## config.mk

```make
export PLATFORM = sky130hd
export DESIGN_NAME = dma_ring_csr
export DESIGN_NICKNAME = d
export VERILOG_FILES = /design/src/core/ring_dma_pkg.sv /design/src/core/dma_ring_csr.sv /design/src/core/soft_reset_seq.sv /design/src/core/stream_fifo.sv
export SDC_FILE = /design/constraint.sdc
export NUM_CORES = 1
export LEC_CHECK = 0
export ABC_AREA = 1
export ABC_CLOCK_PERIOD_IN_PS = 5500
export BUFFER_PORTS_ARGS = -buffer_cell sky130_fd_sc_hd__buf_4
export CAP_MARGIN = 20
export CORE_MARGIN = 10
export CORE_UTILIZATION = 25
export CTS_CLUSTER_DIAMETER = 80
export DETAILED_ROUTE_END_ITERATION = 10
export GPL_TIMING_DRIVEN = 0
export MAX_ROUTING_LAYER = met4
export SKIP_LAST_GASP = 1
export SLEW_MARGIN = 15
export SYNTH_ARGS = -nofsm -noshare
export SYNTH_HDL_FRONTEND = slang
export SYNTH_SLANG_ARGS = --single-unit
```

## constraint.sdc

```tcl
create_clock -name i_sys_clk -period 5.5 [get_ports i_sys_clk]
set_input_delay 0.825 -clock i_sys_clk [delete_from_list [all_inputs] [get_ports i_sys_clk]]
set_output_delay 0.825 -clock i_sys_clk [all_outputs]
set_load 0.05 [all_outputs]
```

## src/core/ring_dma_pkg.sv

```systemverilog
// Package: register map, field layout, states, carriers and helpers for the ring DMA control block
package ring_dma_pkg;
	////////////////////////////////////////////////////////////////////////////
	// Register offsets
	localparam logic [7:0] OFF_BUS_ACCESS_CONFIG = 8'h00;
	localparam logic [7:0] OFF_TX_POLL_PORT = 8'h08;
	localparam logic [7:0] OFF_RX_POLL_PORT = 8'h10;
	localparam logic [7:0] OFF_RX_RING_BASE = 8'h18;
	localparam logic [7:0] OFF_TX_RING_BASE = 8'h20;
	localparam logic [7:0] OFF_MAIN_STATUS_WORD = 8'h28;

	// Reset and read-back values
	localparam logic [31:0] POLL_PORT_READ = 32'h0fffffff;
	localparam logic [31:0] RING_BASE_RESET = 32'h00000000;
	localparam logic [6:0] CFG_RESET = 7'h00;

	// Bus access config fields
	localparam int CFG_SOFT_RESET_BIT = 0;
	localparam int CFG_PRIORITY_BIT = 1;
	localparam int CFG_GAP_LSB = 2;
	localparam int CFG_GAP_MSB = 6;
	localparam int CFG_BYTE_ORDER_BIT = 7;

	// Status word fields
	localparam int ST_TX_COMPLETE_BIT = 0;
	localparam int ST_TX_DESC_MISSING_BIT = 2;
	localparam int ST_RX_COMPLETE_BIT = 6;
	localparam int ST_FATAL_BIT = 13;
	localparam int ST_SUMMARY_BIT = 16;
	localparam int ST_RX_STATE_LSB = 17;
	localparam int ST_TX_STATE_LSB = 20;
	localparam int ST_FAULT_KIND_LSB = 23;

	// Descriptor word 0 layout; word 1 holds the buffer address
	localparam int DESC_OWN_BIT = 31;
	localparam int DESC_END_RING_BIT = 30;
	localparam logic [31:0] DESC_WORDS = 32'h00000002;
	localparam logic [31:0] DESC_WORD1_OFFSET = 32'h00000004;

	// Soft reset sequence length in clock cycles
	localparam logic [4:0] SOFT_RESET_CYCLES = 5'h10;

	////////////////////////////////////////////////////////////////////////////
	// Process states
	typedef enum logic [2:0] {
		TX_STOP = 3'b000, TX_DREAD = 3'b001, TX_XMIT = 3'b010,
		TX_FILL = 3'b011, TX_SUSP = 3'b110, TX_DWRITE = 3'b111
	} tx_state_t;

	typedef enum logic [2:0] {
		RX_STOP = 3'b000, RX_DREAD = 3'b001, RX_CHECK = 3'b010, RX_WAIT = 3'b011,
		RX_SUSP = 3'b100, RX_DWRITE = 3'b101, RX_FLUSH = 3'b110, RX_DRAIN = 3'b111
	} rx_state_t;

	typedef enum logic [1:0] {
		ARB_IDLE = 2'b00, ARB_TX = 2'b01, ARB_RX = 2'b10
	} arb_t;

	////////////////////////////////////////////////////////////////////////////
	// Carriers
	typedef struct packed {
		logic wr;
		logic rd;
		logic [7:0] addr;
		logic [31:0] wdata;
	} reg_req_t;

	typedef struct packed {
		logic write;
		logic [31:0] addr;
		logic [31:0] wdata;
	} dma_req_t;

	typedef struct packed {
		logic last;
		logic [31:0] data;
	} rx_word_t;

	////////////////////////////////////////////////////////////////////////////
	// Byte lane swap for big-endian data buffers
	function automatic logic [31:0] order_bytes(input logic big, input logic [31:0] d);
		order_bytes = big ? {d[7:0], d[15:8], d[23:16], d[31:24]} : d;
	endfunction : order_bytes

	// Next descriptor address: wrap to base or step over descriptor plus gap
	function automatic logic [31:0] next_desc(input logic [31:0] cur, input logic [31:0] base,
			input logic wrap, input logic [4:0] gap);
		next_desc = wrap ? base : cur + ((DESC_WORDS + {27'h0000000, gap}) << 2);
	endfunction : next_desc
endpackage : ring_dma_pkg

```

## src/core/dma_ring_csr.sv

```systemverilog
// Ring DMA engine controls, status, descriptor walkers and bus master arbiter
// Functional notes
// [RULE_01] Byte order bit 7: 0 little, 1 big endian, data buffers only.
// [RULE_02] Bits 6:2 give the word gap inserted between ring descriptors.
// [RULE_03] Bit 1: 0 favours receive on the bus, 1 favours transmit.
// [RULE_04] Writing bit 0 resets internal logic; bit clears itself when done.
// [RULE_05] Software stops both processes before writing the config word.
// [RULE_06] Transmit poll in suspend fetches descriptor; owned descriptor resumes sending.
// [RULE_07] Receive poll in suspend fetches descriptor; owned descriptor starts FIFO draining.
// [RULE_08] Software polls transmit only while transmit is suspended.
// [RULE_09] Software polls receive only while receive is suspended.
// [RULE_10] Receive ring base holds bits 31:2; bits 1:0 read zero.
// [RULE_11] Transmit ring base holds bits 31:2; bits 1:0 read zero.
// [RULE_12] Software writes receive ring base only while receive is stopped.
// [RULE_13] Software writes transmit ring base only while transmit is stopped.
// [RULE_14] Status 25:23 give bus fault kind, valid with fatal bit 13.
// [RULE_15] Status 22:20 show transmit state codes; 100 and 101 unused.
// [RULE_16] Status 19:17 show receive state codes, all eight defined.
// [RULE_17] Summary bit 16 latches when bit 0, 2 or 6 is set.
// [RULE_18] Reserved config and status bits read zero and ignore writes.
module dma_ring_csr import ring_dma_pkg::*; #(
	parameter int FIFO_DEPTH = 8
) (
	input wire logic i_sys_clk,
	input wire logic i_rstn,
	input wire reg_req_t i_reg,
	output logic [31:0] o_reg_rdata,
	input wire logic i_tx_run,
	input wire logic i_rx_run,
	output dma_req_t o_dma,
	output logic o_dma_req,
	input wire logic i_dma_ack,
	input wire logic i_dma_err,
	input wire logic [2:0] i_dma_err_kind,
	input wire logic [31:0] i_dma_rdata,
	output logic [31:0] o_tx_data,
	output logic o_tx_valid,
	input wire logic i_tx_ready,
	input wire rx_word_t i_rx_word,
	input wire logic i_rx_valid,
	output logic o_rx_ready
);
	////////////////////////////////////////////////////////////////////////////
	// Soft reset and register decode
	logic soft_busy;
	logic rst_ok;
	logic wr_cfg, wr_txp, wr_rxp, wr_rxb, wr_txb, wr_st;

	assign wr_cfg = i_reg.wr && i_reg.addr == OFF_BUS_ACCESS_CONFIG;
	assign wr_txp = i_reg.wr && i_reg.addr == OFF_TX_POLL_PORT;
	assign wr_rxp = i_reg.wr && i_reg.addr == OFF_RX_POLL_PORT;
	assign wr_rxb = i_reg.wr && i_reg.addr == OFF_RX_RING_BASE;
	assign wr_txb = i_reg.wr && i_reg.addr == OFF_TX_RING_BASE;
	assign wr_st = i_reg.wr && i_reg.addr == OFF_MAIN_STATUS_WORD;

	soft_reset_seq u_seq (
		.i_sys_clk(i_sys_clk),
		.i_rstn(i_rstn),
		.i_start(wr_cfg && i_reg.wdata[CFG_SOFT_RESET_BIT]), // [RULE_04]
		.o_busy(soft_busy)
	);
	assign rst_ok = i_rstn && !soft_busy; // [RULE_04]

	////////////////////////////////////////////////////////////////////////////
	// Configuration and ring bases
	logic [7:1] cfg_r;
	logic [31:2] rx_base_r, tx_base_r;
	logic big, tx_first;
	logic [4:0] gap;
	logic [31:0] rx_base, tx_base;

	always_ff @(posedge i_sys_clk) begin
		if (!rst_ok) begin
			cfg_r <= CFG_RESET;
			rx_base_r <= RING_BASE_RESET[31:2];
			tx_base_r <= RING_BASE_RESET[31:2];
		end else begin
			if (wr_cfg) cfg_r <= i_reg.wdata[7:1]; // [RULE_18]
			if (wr_rxb) rx_base_r <= i_reg.wdata[31:2]; // [RULE_10]
			if (wr_txb) tx_base_r <= i_reg.wdata[31:2]; // [RULE_11]
		end
	end

	assign big = cfg_r[CFG_BYTE_ORDER_BIT];
	assign tx_first = cfg_r[CFG_PRIORITY_BIT];
	assign gap = cfg_r[CFG_GAP_MSB:CFG_GAP_LSB];
	assign rx_base = {rx_base_r, 2'b00}; // [RULE_10]
	assign tx_base = {tx_base_r, 2'b00}; // [RULE_11]

	////////////////////////////////////////////////////////////////////////////
	// Bus master arbiter
	arb_t grant_r;
	logic tx_req, rx_req, tx_ack, rx_ack, fatal_r;
	dma_req_t tx_dma, rx_dma;

	always_ff @(posedge i_sys_clk) begin
		if (!rst_ok) begin
			grant_r <= ARB_IDLE;
		end else if (grant_r != ARB_IDLE) begin
			if (i_dma_ack || i_dma_err) grant_r <= ARB_IDLE;
		end else if (tx_req && (tx_first || !rx_req)) begin
			grant_r <= ARB_TX; // [RULE_03]
		end else if (rx_req) begin
			grant_r <= ARB_RX; // [RULE_03]
		end
	end

	assign tx_ack = i_dma_ack && grant_r == ARB_TX;
	assign rx_ack = i_dma_ack && grant_r == ARB_RX;
	assign o_dma_req = grant_r != ARB_IDLE;
	assign o_dma = (grant_r == ARB_RX) ? rx_dma : tx_dma;

	////////////////////////////////////////////////////////////////////////////
	// Transmit walker
	tx_state_t tx_st_r;
	logic [31:0] tx_cur_r, tx_buf_r, tx_data_r;
	logic [7:0] tx_len_r, tx_cnt_r;
	logic tx_ph_r, tx_eor_r, tx_done_ev, tx_miss_ev;

	assign tx_req = !fatal_r && (tx_st_r == TX_DREAD || tx_st_r == TX_FILL || tx_st_r == TX_DWRITE);
	assign tx_dma.write = tx_st_r == TX_DWRITE;
	assign tx_dma.addr = (tx_st_r == TX_FILL) ? tx_buf_r + {22'h0, tx_cnt_r, 2'b00}
		: tx_cur_r + (tx_ph_r ? DESC_WORD1_OFFSET : 32'h0);
	assign tx_dma.wdata = {1'b0, tx_eor_r, 22'h0, tx_len_r};
	assign tx_done_ev = tx_ack && tx_st_r == TX_DWRITE;
	assign tx_miss_ev = tx_ack && tx_st_r == TX_DREAD && !tx_ph_r && !i_dma_rdata[DESC_OWN_BIT];
	assign o_tx_valid = tx_st_r == TX_XMIT;
	assign o_tx_data = tx_data_r;

	always_ff @(posedge i_sys_clk) begin
		if (!rst_ok || i_dma_err) begin
			tx_st_r <= TX_STOP;
			tx_ph_r <= 1'b0;
		end else begin
			unique case (tx_st_r)
				TX_STOP: if (i_tx_run && !fatal_r) begin
					tx_st_r <= TX_DREAD;
					tx_cur_r <= tx_base;
					tx_ph_r <= 1'b0;
				end
				TX_DREAD: if (tx_ack) begin
					if (!tx_ph_r) begin
						tx_len_r <= i_dma_rdata[7:0];
						tx_eor_r <= i_dma_rdata[DESC_END_RING_BIT];
						tx_ph_r <= i_dma_rdata[DESC_OWN_BIT];
						if (!i_dma_rdata[DESC_OWN_BIT]) tx_st_r <= TX_SUSP;
					end else begin
						tx_buf_r <= i_dma_rdata;
						tx_cnt_r <= 8'h00;
						tx_ph_r <= 1'b0;
						tx_st_r <= (tx_len_r == 8'h00) ? TX_DWRITE : TX_FILL;
					end
				end
				TX_FILL: if (tx_ack) begin
					tx_data_r <= order_bytes(big, i_dma_rdata); // [RULE_01]
					tx_st_r <= TX_XMIT;
				end
				TX_XMIT: if (i_tx_ready) begin
					tx_cnt_r <= tx_cnt_r + 8'h01;
					tx_st_r <= (tx_cnt_r + 8'h01 == tx_len_r) ? TX_DWRITE : TX_FILL;
				end
				TX_DWRITE: if (tx_ack) begin
					tx_cur_r <= next_desc(tx_cur_r, tx_base, tx_eor_r, gap); // [RULE_02]
					tx_st_r <= TX_DREAD;
				end
				TX_SUSP: if (wr_txp) begin
					tx_st_r <= TX_DREAD; // [RULE_06]
				end else if (!i_tx_run) begin
					tx_st_r <= TX_STOP;
				end
			endcase
		end
	end

	////////////////////////////////////////////////////////////////////////////
	// Receive path FIFO and walker
	rx_state_t rx_st_r;
	rx_word_t rx_head;
	logic rx_fvalid, rx_pop, rx_ph_r, rx_eor_r, rx_done_ev;
	logic [31:0] rx_cur_r, rx_buf_r;
	logic [7:0] rx_len_r, rx_cnt_r;

	stream_fifo #(.WIDTH($bits(rx_word_t)), .DEPTH(FIFO_DEPTH)) u_rx_fifo (
		.i_sys_clk(i_sys_clk),
		.i_rstn(rst_ok),
		.i_data(i_rx_word),
		.i_valid(i_rx_valid),
		.o_ready(o_rx_ready),
		.o_data(rx_head),
		.o_valid(rx_fvalid),
		.i_ready(rx_pop)
	);

	assign rx_pop = (rx_st_r == RX_DRAIN && rx_ack) || (rx_st_r == RX_FLUSH);
	assign rx_req = !fatal_r && (rx_st_r == RX_DREAD || rx_st_r == RX_DRAIN || rx_st_r == RX_DWRITE);
	assign rx_dma.write = rx_st_r != RX_DREAD;
	assign rx_dma.addr = (rx_st_r == RX_DRAIN) ? rx_buf_r + {22'h0, rx_cnt_r, 2'b00}
		: rx_cur_r + (rx_ph_r ? DESC_WORD1_OFFSET : 32'h0);
	assign rx_dma.wdata = (rx_st_r == RX_DRAIN) ? order_bytes(big, rx_head.data) // [RULE_01]
		: {1'b0, rx_eor_r, 22'h0, rx_cnt_r};
	assign rx_done_ev = rx_ack && rx_st_r == RX_DWRITE;

	always_ff @(posedge i_sys_clk) begin
		if (!rst_ok || i_dma_err) begin
			rx_st_r <= RX_STOP;
			rx_ph_r <= 1'b0;
		end else begin
			unique case (rx_st_r)
				RX_STOP: if (i_rx_run && !fatal_r) begin
					rx_st_r <= RX_DREAD;
					rx_cur_r <= rx_base;
					rx_ph_r <= 1'b0;
				end
				RX_DREAD: if (rx_ack) begin
					if (!rx_ph_r) begin
						rx_len_r <= i_dma_rdata[7:0];
						rx_eor_r <= i_dma_rdata[DESC_END_RING_BIT];
						rx_ph_r <= i_dma_rdata[DESC_OWN_BIT];
						if (!i_dma_rdata[DESC_OWN_BIT]) rx_st_r <= RX_SUSP;
					end else begin
						rx_buf_r <= i_dma_rdata;
						rx_cnt_r <= 8'h00;
						rx_ph_r <= 1'b0;
						rx_st_r <= RX_WAIT;
					end
				end
				RX_WAIT: if (rx_fvalid && rx_cnt_r == rx_len_r) begin
					rx_st_r <= RX_FLUSH;
				end else if (rx_fvalid) begin
					rx_st_r <= RX_DRAIN;
				end else if (!i_rx_run) begin
					rx_st_r <= RX_STOP;
				end
				RX_DRAIN: if (rx_ack) begin
					rx_cnt_r <= rx_cnt_r + 8'h01;
					rx_st_r <= rx_head.last ? RX_DWRITE : RX_WAIT;
				end
				RX_FLUSH: if (rx_fvalid && rx_head.last) begin
					rx_st_r <= RX_DWRITE;
				end
				RX_DWRITE: if (rx_ack) begin
					rx_st_r <= RX_CHECK;
				end
				RX_CHECK: begin
					rx_cur_r <= next_desc(rx_cur_r, rx_base, rx_eor_r, gap); // [RULE_02]
					rx_st_r <= RX_DREAD;
				end
				RX_SUSP: if (wr_rxp) begin
					rx_st_r <= RX_DREAD; // [RULE_07]
				end else if (!i_rx_run) begin
					rx_st_r <= RX_STOP;
				end
			endcase
		end
	end

	////////////////////////////////////////////////////////////////////////////
	// Status flags: hardware set wins over write-one clear
	logic txc_r, txm_r, rxc_r, sum_r;
	logic [2:0] kind_r;
	logic txc_nxt, txm_nxt, rxc_nxt;

	assign txc_nxt = tx_done_ev || (txc_r && !(wr_st && i_reg.wdata[ST_TX_COMPLETE_BIT]));
	assign txm_nxt = tx_miss_ev || (txm_r && !(wr_st && i_reg.wdata[ST_TX_DESC_MISSING_BIT]));
	assign rxc_nxt = rx_done_ev || (rxc_r && !(wr_st && i_reg.wdata[ST_RX_COMPLETE_BIT]));

	always_ff @(posedge i_sys_clk) begin
		if (!rst_ok) begin
			txc_r <= 1'b0;
			txm_r <= 1'b0;
			rxc_r <= 1'b0;
			sum_r <= 1'b0;
			fatal_r <= 1'b0;
			kind_r <= 3'h0;
		end else begin
			txc_r <= txc_nxt;
			txm_r <= txm_nxt;
			rxc_r <= rxc_nxt;
			sum_r <= txc_nxt || txm_nxt || rxc_nxt || (sum_r && !(wr_st && i_reg.wdata[ST_SUMMARY_BIT])); // [RULE_17]
			if (i_dma_err && grant_r != ARB_IDLE) begin
				fatal_r <= 1'b1; // [RULE_14]
				kind_r <= i_dma_err_kind;
			end
		end
	end

	////////////////////////////////////////////////////////////////////////////
	// Register read-back
	logic [31:0] cfg_rd, st_rd, rd_val;

	assign cfg_rd = {24'h0, cfg_r, soft_busy}; // [RULE_04] [RULE_18]
	assign st_rd = {6'h00, kind_r, tx_st_r, rx_st_r, sum_r, 2'b00, fatal_r, 6'h00, // [RULE_14] [RULE_15] [RULE_16]
		rxc_r, 3'b000, txm_r, 1'b0, txc_r}; // [RULE_18]
	assign rd_val = (i_reg.addr == OFF_BUS_ACCESS_CONFIG) ? cfg_rd
		: (i_reg.addr == OFF_TX_POLL_PORT || i_reg.addr == OFF_RX_POLL_PORT) ? POLL_PORT_READ
		: (i_reg.addr == OFF_RX_RING_BASE) ? rx_base
		: (i_reg.addr == OFF_TX_RING_BASE) ? tx_base
		: (i_reg.addr == OFF_MAIN_STATUS_WORD) ? st_rd : 32'h0;

	always_ff @(posedge i_sys_clk) begin
		if (!i_rstn) o_reg_rdata <= 32'h0;
		else if (i_reg.rd) o_reg_rdata <= rd_val;
	end
endmodule : dma_ring_csr

```

## src/core/soft_reset_seq.sv

```systemverilog
// Self-clearing soft reset sequencer
module soft_reset_seq import ring_dma_pkg::*; (
	input wire logic i_sys_clk,
	input wire logic i_rstn,
	input wire logic i_start,
	output logic o_busy
);
	logic [4:0] cnt_r;

	always_ff @(posedge i_sys_clk) begin
		if (!i_rstn) begin
			cnt_r <= 5'h00;
		end else if (i_start && cnt_r == 5'h00) begin
			cnt_r <= SOFT_RESET_CYCLES;
		end else if (cnt_r != 5'h00) begin
			cnt_r <= cnt_r - 5'h01;
		end
	end

	assign o_busy = (cnt_r != 5'h00);
endmodule : soft_reset_seq

```

## src/core/stream_fifo.sv

```systemverilog
// Synchronous FIFO with valid/ready on both sides
module stream_fifo #(
	parameter int WIDTH = 33,
	parameter int DEPTH = 8
) (
	input wire logic i_sys_clk,
	input wire logic i_rstn,
	input wire logic [WIDTH-1:0] i_data,
	input wire logic i_valid,
	output logic o_ready,
	output logic [WIDTH-1:0] o_data,
	output logic o_valid,
	input wire logic i_ready
);
	localparam int AW = $clog2(DEPTH);

	logic [WIDTH-1:0] mem_r [DEPTH];
	logic [AW-1:0] wp_r;
	logic [AW-1:0] rp_r;
	logic [AW:0] cnt_r;
	logic push;
	logic pop;

	assign o_ready = (cnt_r != (AW+1)'(DEPTH));
	assign o_valid = (cnt_r != '0);
	assign push = i_valid && o_ready;
	assign pop = o_valid && i_ready;
	assign o_data = mem_r[rp_r];

	always_ff @(posedge i_sys_clk) begin
		if (push) begin
			mem_r[wp_r] <= i_data;
		end
	end

	always_ff @(posedge i_sys_clk) begin
		if (!i_rstn) begin
			wp_r <= '0;
			rp_r <= '0;
			cnt_r <= '0;
		end else begin
			wp_r <= push ? ((wp_r == AW'(DEPTH-1)) ? '0 : wp_r + AW'(1)) : wp_r;
			rp_r <= pop ? ((rp_r == AW'(DEPTH-1)) ? '0 : rp_r + AW'(1)) : rp_r;
			cnt_r <= cnt_r + (AW+1)'(push) - (AW+1)'(pop);
		end
	end
endmodule : stream_fifo

```

After elaboration in Yosys (flattened, before gate mapping)

Memories as Yosys holds them, arrays and structs flattened. A register that Yosys moved wholly into a read port is not among the register bits.
Index checks and enable logic that the tools add are counted.

$add $sub $neg: 14
Eq/ne operators: 41
Mux-type cells: 73
Bitwise operators: 4
Reduce and logical (&&, ||, !) cells: 91

Operator list:

| operator                                            | number |
|---|---|
| 2-to-1 mux 32 bit                                   | 14 |
| one-hot mux 32 bit (2 select lines)                 | 2 |
| 2-to-1 mux 3 bit                                    | 29 |
| 2-to-1 mux 65 bit                                   | 1 |
| adder 32 x 10 -> 32 bit                             | 2 |
| adder 32 x 3 -> 32 bit                              | 2 |
| 2-to-1 mux 8 bit                                    | 6 |
| logical AND 1 bit                                   | 35 |
| adder 32 bit                                        | 1 |
| adder 32 x 8 -> 32 bit                              | 1 |
| one-hot mux 8 bit (2 select lines)                  | 2 |
| 2-to-1 mux 26 bit                                   | 1 |
| equality test 3 bit, second input constant          | 8 |
| one-hot mux 3 bit (8 select lines)                  | 1 |
| inequality test 2 bit, second input constant        | 10 |
| AND reduction 4 bit                                 | 5 |
| one-hot mux 3 bit (6 select lines)                  | 1 |
| adder 8 x 1 -> 8 bit, second input constant         | 2 |
| equality test 8 x 5 -> 1 bit, second input constant | 2 |
| equality test 8 x 6 -> 1 bit, second input constant | 2 |
| equality test 8 bit                                 | 2 |
| logical NOT 8 bit                                   | 2 |
| nonzero test 2 bit                                  | 8 |
| logical OR 1 bit                                    | 15 |
| 31 further kinds                                    | 69 |

Register bits: 326
Memory bits (writable): 264
Input port bits: 118
Word-level logic and storage cells: 255
Memories: 1

Memories:

| memory          | words | bits a word | read ports | clocked after Yosys merged registers in | wr ports | RTL line          | text |
|---|---|---|---|---|---|---|---|
| u_rx_fifo.mem_r | 8     | 33          | 1          | 1                                       | 1        | stream_fifo.sv:17 | `logic [WIDTH-1:0] mem_r [DEPTH];` |

Longest topological paths before layout

Word-level depth: 9
Depth in mapped cells: 15

Modules after synthesis

From an unflattened synthesis, not the netlist that was laid out.

Cells, all modules: 3,919
Area total of the unflattened synthesis: 31,745.4 sq um

Modules (own cells, without submodules):

| module         | instances | cells an instance | area each (sq um) |
|---|---|---|---|
| dma_ring_csr   | 1         | 2,651             | 19,284.7 |
| stream_fifo    | 1         | 1,235             | 12,209.2 |
| soft_reset_seq | 1         | 33                | 251.5 |

Worst setup path before layout

No wires, ideal clock.

Path kind: input-to-reg
From: input port i_rstn
To: register tx_buf_r[0] (enable)
Library setup time: 0.501 ns
Data arrival time: 4.424 ns
Required time: 4.999 ns
Slack: 0.575 ns
Cell stages on the path: 6
Path buffers: 0
Cell sequence: inv_1 > nor2_1 > inv_2 > nor2_2 > nand2_1 > nor4_1

Word-level cells in the longest chain between the ends: 5

RTL lines:

| what                          | RTL line            | text |
|---|---|---|
| from (decl)                   | dma_ring_csr.sv:25  | `input wire logic i_rstn,` |
| logical AND 1 bit             | dma_ring_csr.sv:62  | `assign rst_ok = i_rstn && !soft_busy;` |
| logical NOT 1 bit             | --                  |  |
| logical OR 1 bit              | dma_ring_csr.sv:131 | `if (!rst_ok \|\| i_dma_err) begin` |
| NOT 1 bit (no line)           | --                  |  |
| AND reduction 4 bit (no line) | --                  |  |
| to (signal assigned)          | dma_ring_csr.sv:148 | `tx_buf_r <= i_dma_rdata;` |
| to (decl)                     | dma_ring_csr.sv:116 | `logic [31:0] tx_cur_r, tx_buf_r, tx_data_r;` |

No other way between the ends.
A chain may end at the register's enable or synchronous reset.

==> results.toml <==
[placement]
post-place-cells = 5300
gp_congestion = 0.960
io_buffers = 248
dp_hpwl_mm = 91.1
place_ws_ns = 1.78
dpl_cell_area_sq_um = 34400

[global_route]
antenna_found_initial = 14
grt_max_degree = 29
grt-ovfl-total = 0
grt_pass1_wl_mm = 169
grt_pass1_vias = 25700
track_usage = 0.170

[die]
die_h_um = 367
rows = 127
io_pins = 250
fp.coreArea_sq_um = 120000
dieArea_sq_um = 135000
fp.dieW_um = 367
start_util = 0.251

[yosys]
yosysUniqueCellTypes = 56
synth_ff_type = "edfxtp_1"
netlist_area_sq_um = 30100
yosys_register_bits = 589
async_flop_share = 0
seq_area_frac_synth = 0.543
synth_edf_count = 454
yosysWarnings = 0
avgSynthCellArea_sq_um = 8.81
syn_inst = 3418
syn_nets = 3588

[timing]
fin_tns_setup_ns = 0
finClkSkew_ns = 0.0359
worst_slew_margin_rel = 0.302
slew_violations = 0
rsz0062_at_grt = "no"
min_period_ns = 4.48
hold_viol = 0
fmax_ghz = 0.223
fin_ws_ns = 1.02
worst-slew-pin-transition_ns = 1.04
setup_violations = 0
whs_ns = 0.376
finalCritPeriodShare = 0.814

[cts]
clk_pin_slew_ns = 0.06
cts_tree = "done"
htreeDepth = 3
cts_root_buf = "clkbuf_16"
postCtsSetupRepairBufs = 0
cts_hold_buf = 0
clockBufferDepth = 3
cts_resized = 0
clkLatencyLatePin_ns = 0.66
cts_buffers = 68
clock_sinks = 589

[pwr]
power_density_nw_per_um2 = 305
power.leakage_nw = 14.0
swShare = 0.283
internal_power_mw = 8.03
combPwrFrac = 0.134
p_seq_frac = 0.452
power.switching_mw = 3.17
irDropWorstVdd_uv = 208
p_clk_frac = 0.414

[min_path]
hold_class = "in -> reg"

[cells_and_area]
final_cell_mix = "nand2_1 (725), edfxtp_1 (454), nor2_1 (410)"
final_common_cell = "nand2_1"
layout.nets = 3928
fin_cells = 5438
area_growth_syn_to_layout_pct = 22.1
drive_gt1_frac = 0.144
final_area_sq_um = 36700

[critical_path]
worstPathRequired_ns = 4.68
slowest_delay_ns = 0.53
path_max_fanout = 9
cp_top_family = "simple AND/OR/NAND/NOR gates"
cp-end-kind = "primary output"
path_cells = "ha_1 -> inv_1 -> fa_1 -> o21ai_2 -> nand2_1 -> nand2_2 -> inv_1 -> nor2_2 -> nand3b_1 -> nand3_1 -> nand3_1 -> o21ai_0 -> buf_4"
critPathBufInv = 3
critical_path_arrival_ns = 3.65
critPathLaunchType = "flip-flop"
critPathKind = "reg -> out"
worst_path_max_delay_cell = "edfxtp_1"

[detailed_routing]
wire_per_inst_um = 21.5
drc = 0
vias_per_cell = 4.87
ant_nets = 0
drtPass1Iterations = 6
drt-initial-drc-count = 2476
wl_mm = 117
num_vias = 26500

[outcome]
status = "finished clean"

[job]
cap_violations = 0
-- synth_stat cells, types with 7 or more instances --
| library cell | instances | area [sq um] |
|---|---|---|
| o211ai_1 | 25 | 188 |
| nor2_4 | 8 | 90.1 |
| a21oi_1 | 162 | 811 |
| clkbuf_1 | 76 | 285 |
| a22oi_1 | 9 | 67.6 |
| a31oi_1 | 9 | 56.3 |
| nand3b_1 | 16 | 120 |
| edfxtp_1 | 454 | 13600 |
| nand2_1 | 725 | 2720 |
| nor2_1 | 420 | 1580 |
| buf_2 | 43 | 215 |
| nand4_1 | 56 | 350 |
| nand2_2 | 17 | 106 |
| buf_4 | 12 | 90.1 |
| xor2_1 | 55 | 482 |
| inv_1 | 293 | 1100 |
| inv_2 | 17 | 63.8 |
| dfxtp_1 | 135 | 2700 |
| nor3_1 | 48 | 240 |
| o21ai_0 | 354 | 1770 |
| nand3_1 | 185 | 926 |
| o22ai_1 | 72 | 450 |
| ha_1 | 47 | 588 |
| nor2_2 | 15 | 93.8 |
| nor3_2 | 12 | 120 |
| o21ai_1 | 35 | 175 |
| o2111ai_1 | 7 | 61.3 |
| xnor2_1 | 31 | 272 |
-- worst reg2reg max path, stage by stage, from the launching register on --
cell and delay (ns):
dfxtp_1 0.52, ha_1 0.24, nand2_1 0.06, nor2_1 0.26, ha_1 0.25, nand2_1 0.09
nor2_1 0.10, nand2_1 0.11, nand2_2 0.15, nand2_1 0.19, nor2_2 0.37, nand2_1 0.11
xor2_1 0.19, nand2_1 0.08, o21ai_0 0.07
-- layer usage --
metal / vias up / GRT usage / routed length, um / part of all wire
li1: 12400 / - / - / -
met1: 12800 / 0.207 / 47800 / 0.41
met2: 1071 / 0.281 / 56200 / 0.48
met3: 187 / 0.0386 / 9580 / 0.082
met4: 0 / 0.0501 / 3220 / 0.028
met5: - / - / 0 / 0
-- layout make-up --
cell class                      count  area [sq um]
Clock inverter                     37           425
Buffer                            145           692
Inverter                          312          1170
Antenna cell                       12          30.0
Multi-Input combinational cell   2372         12000
Clock buffer                       89          1880
Fill cell                       12700         83100
Timing Repair Buffer              270          2200
Sequential cell                   589         16300
Tap cell                         1612          2020
-- per-stage QoR --
step,util,power [mW]
6_report,0.307,11.2
5_1_grt,0.307,11.6
4_1_cts,0.306,11.3
3_5_place_dp,0.287,6.65
3_3_place_gp,0.284,6.59
2_1_floorplan,-,5.99
-- power by group through the flow --
| stage | sequential (mW) | clock (mW) | combinational (mW) |
|---|---|---|---|
| after floorplan | 5.13 | 0 | 0.851 |
| after global placement | 5.17 | 0 | 1.42 |
| after detailed placement | 5.16 | 0 | 1.49 |
| after CTS | 5.06 | 4.72 | 1.49 |
| after global routing | 5.08 | 4.90 | 1.62 |
| final | 5.06 | 4.63 | 1.50 |
-- kinds of logic (layout without fill, tap and decap cells) --
kind of cell	Yosys count	in the layout	synth area share
compound gates	703	703	0.128
mux	1	1	0.000333
fa+ha+maj	52	52	0.0229
flops	589	589	0.543
other cells	0	12	0
buf+inv	457	853	0.0619
simple gates	1530	1530	0.219
xor+xnor	86	86	0.0250
-- registers in the layout (all words and copies together), names as in the netlist, 30 cells and up, named ones only --
| register | count |
|---|---|
| o_reg_rdata | 32 |
| o_tx_data | 32 |
| rx_base_r | 30 |
| rx_buf_r | 32 |
| rx_cur_r | 30 |
| tx_base_r | 30 |
| tx_buf_r | 32 |
| tx_cur_r | 30 |
| u_rx_fifo.mem_r | 264 |
-- path summary, 6_finish.rpt --
path	end	slack [ns]	from	depth (start not counted)
worst max register to register	rx_cur_r[19]$_DFFE_PP_	2.43	cfg_r[3]$_SDFFE_PN0P_	14
worst max-delay path	o_dma[50]	1.02	tx_cnt_r[0]$_SDFFCE_PN0P_	13
worst min-delay path	tx_buf_r[12]$_DFFE_PP_	0.38	i_dma_rdata[12]	1
worst min register to register	o_reg_rdata[21]$_SDFFE_PN0P_	0.47	o_reg_rdata[21]$_SDFFE_PN0P_	2
No activity file was read; power rests on OpenSTA's default activity.
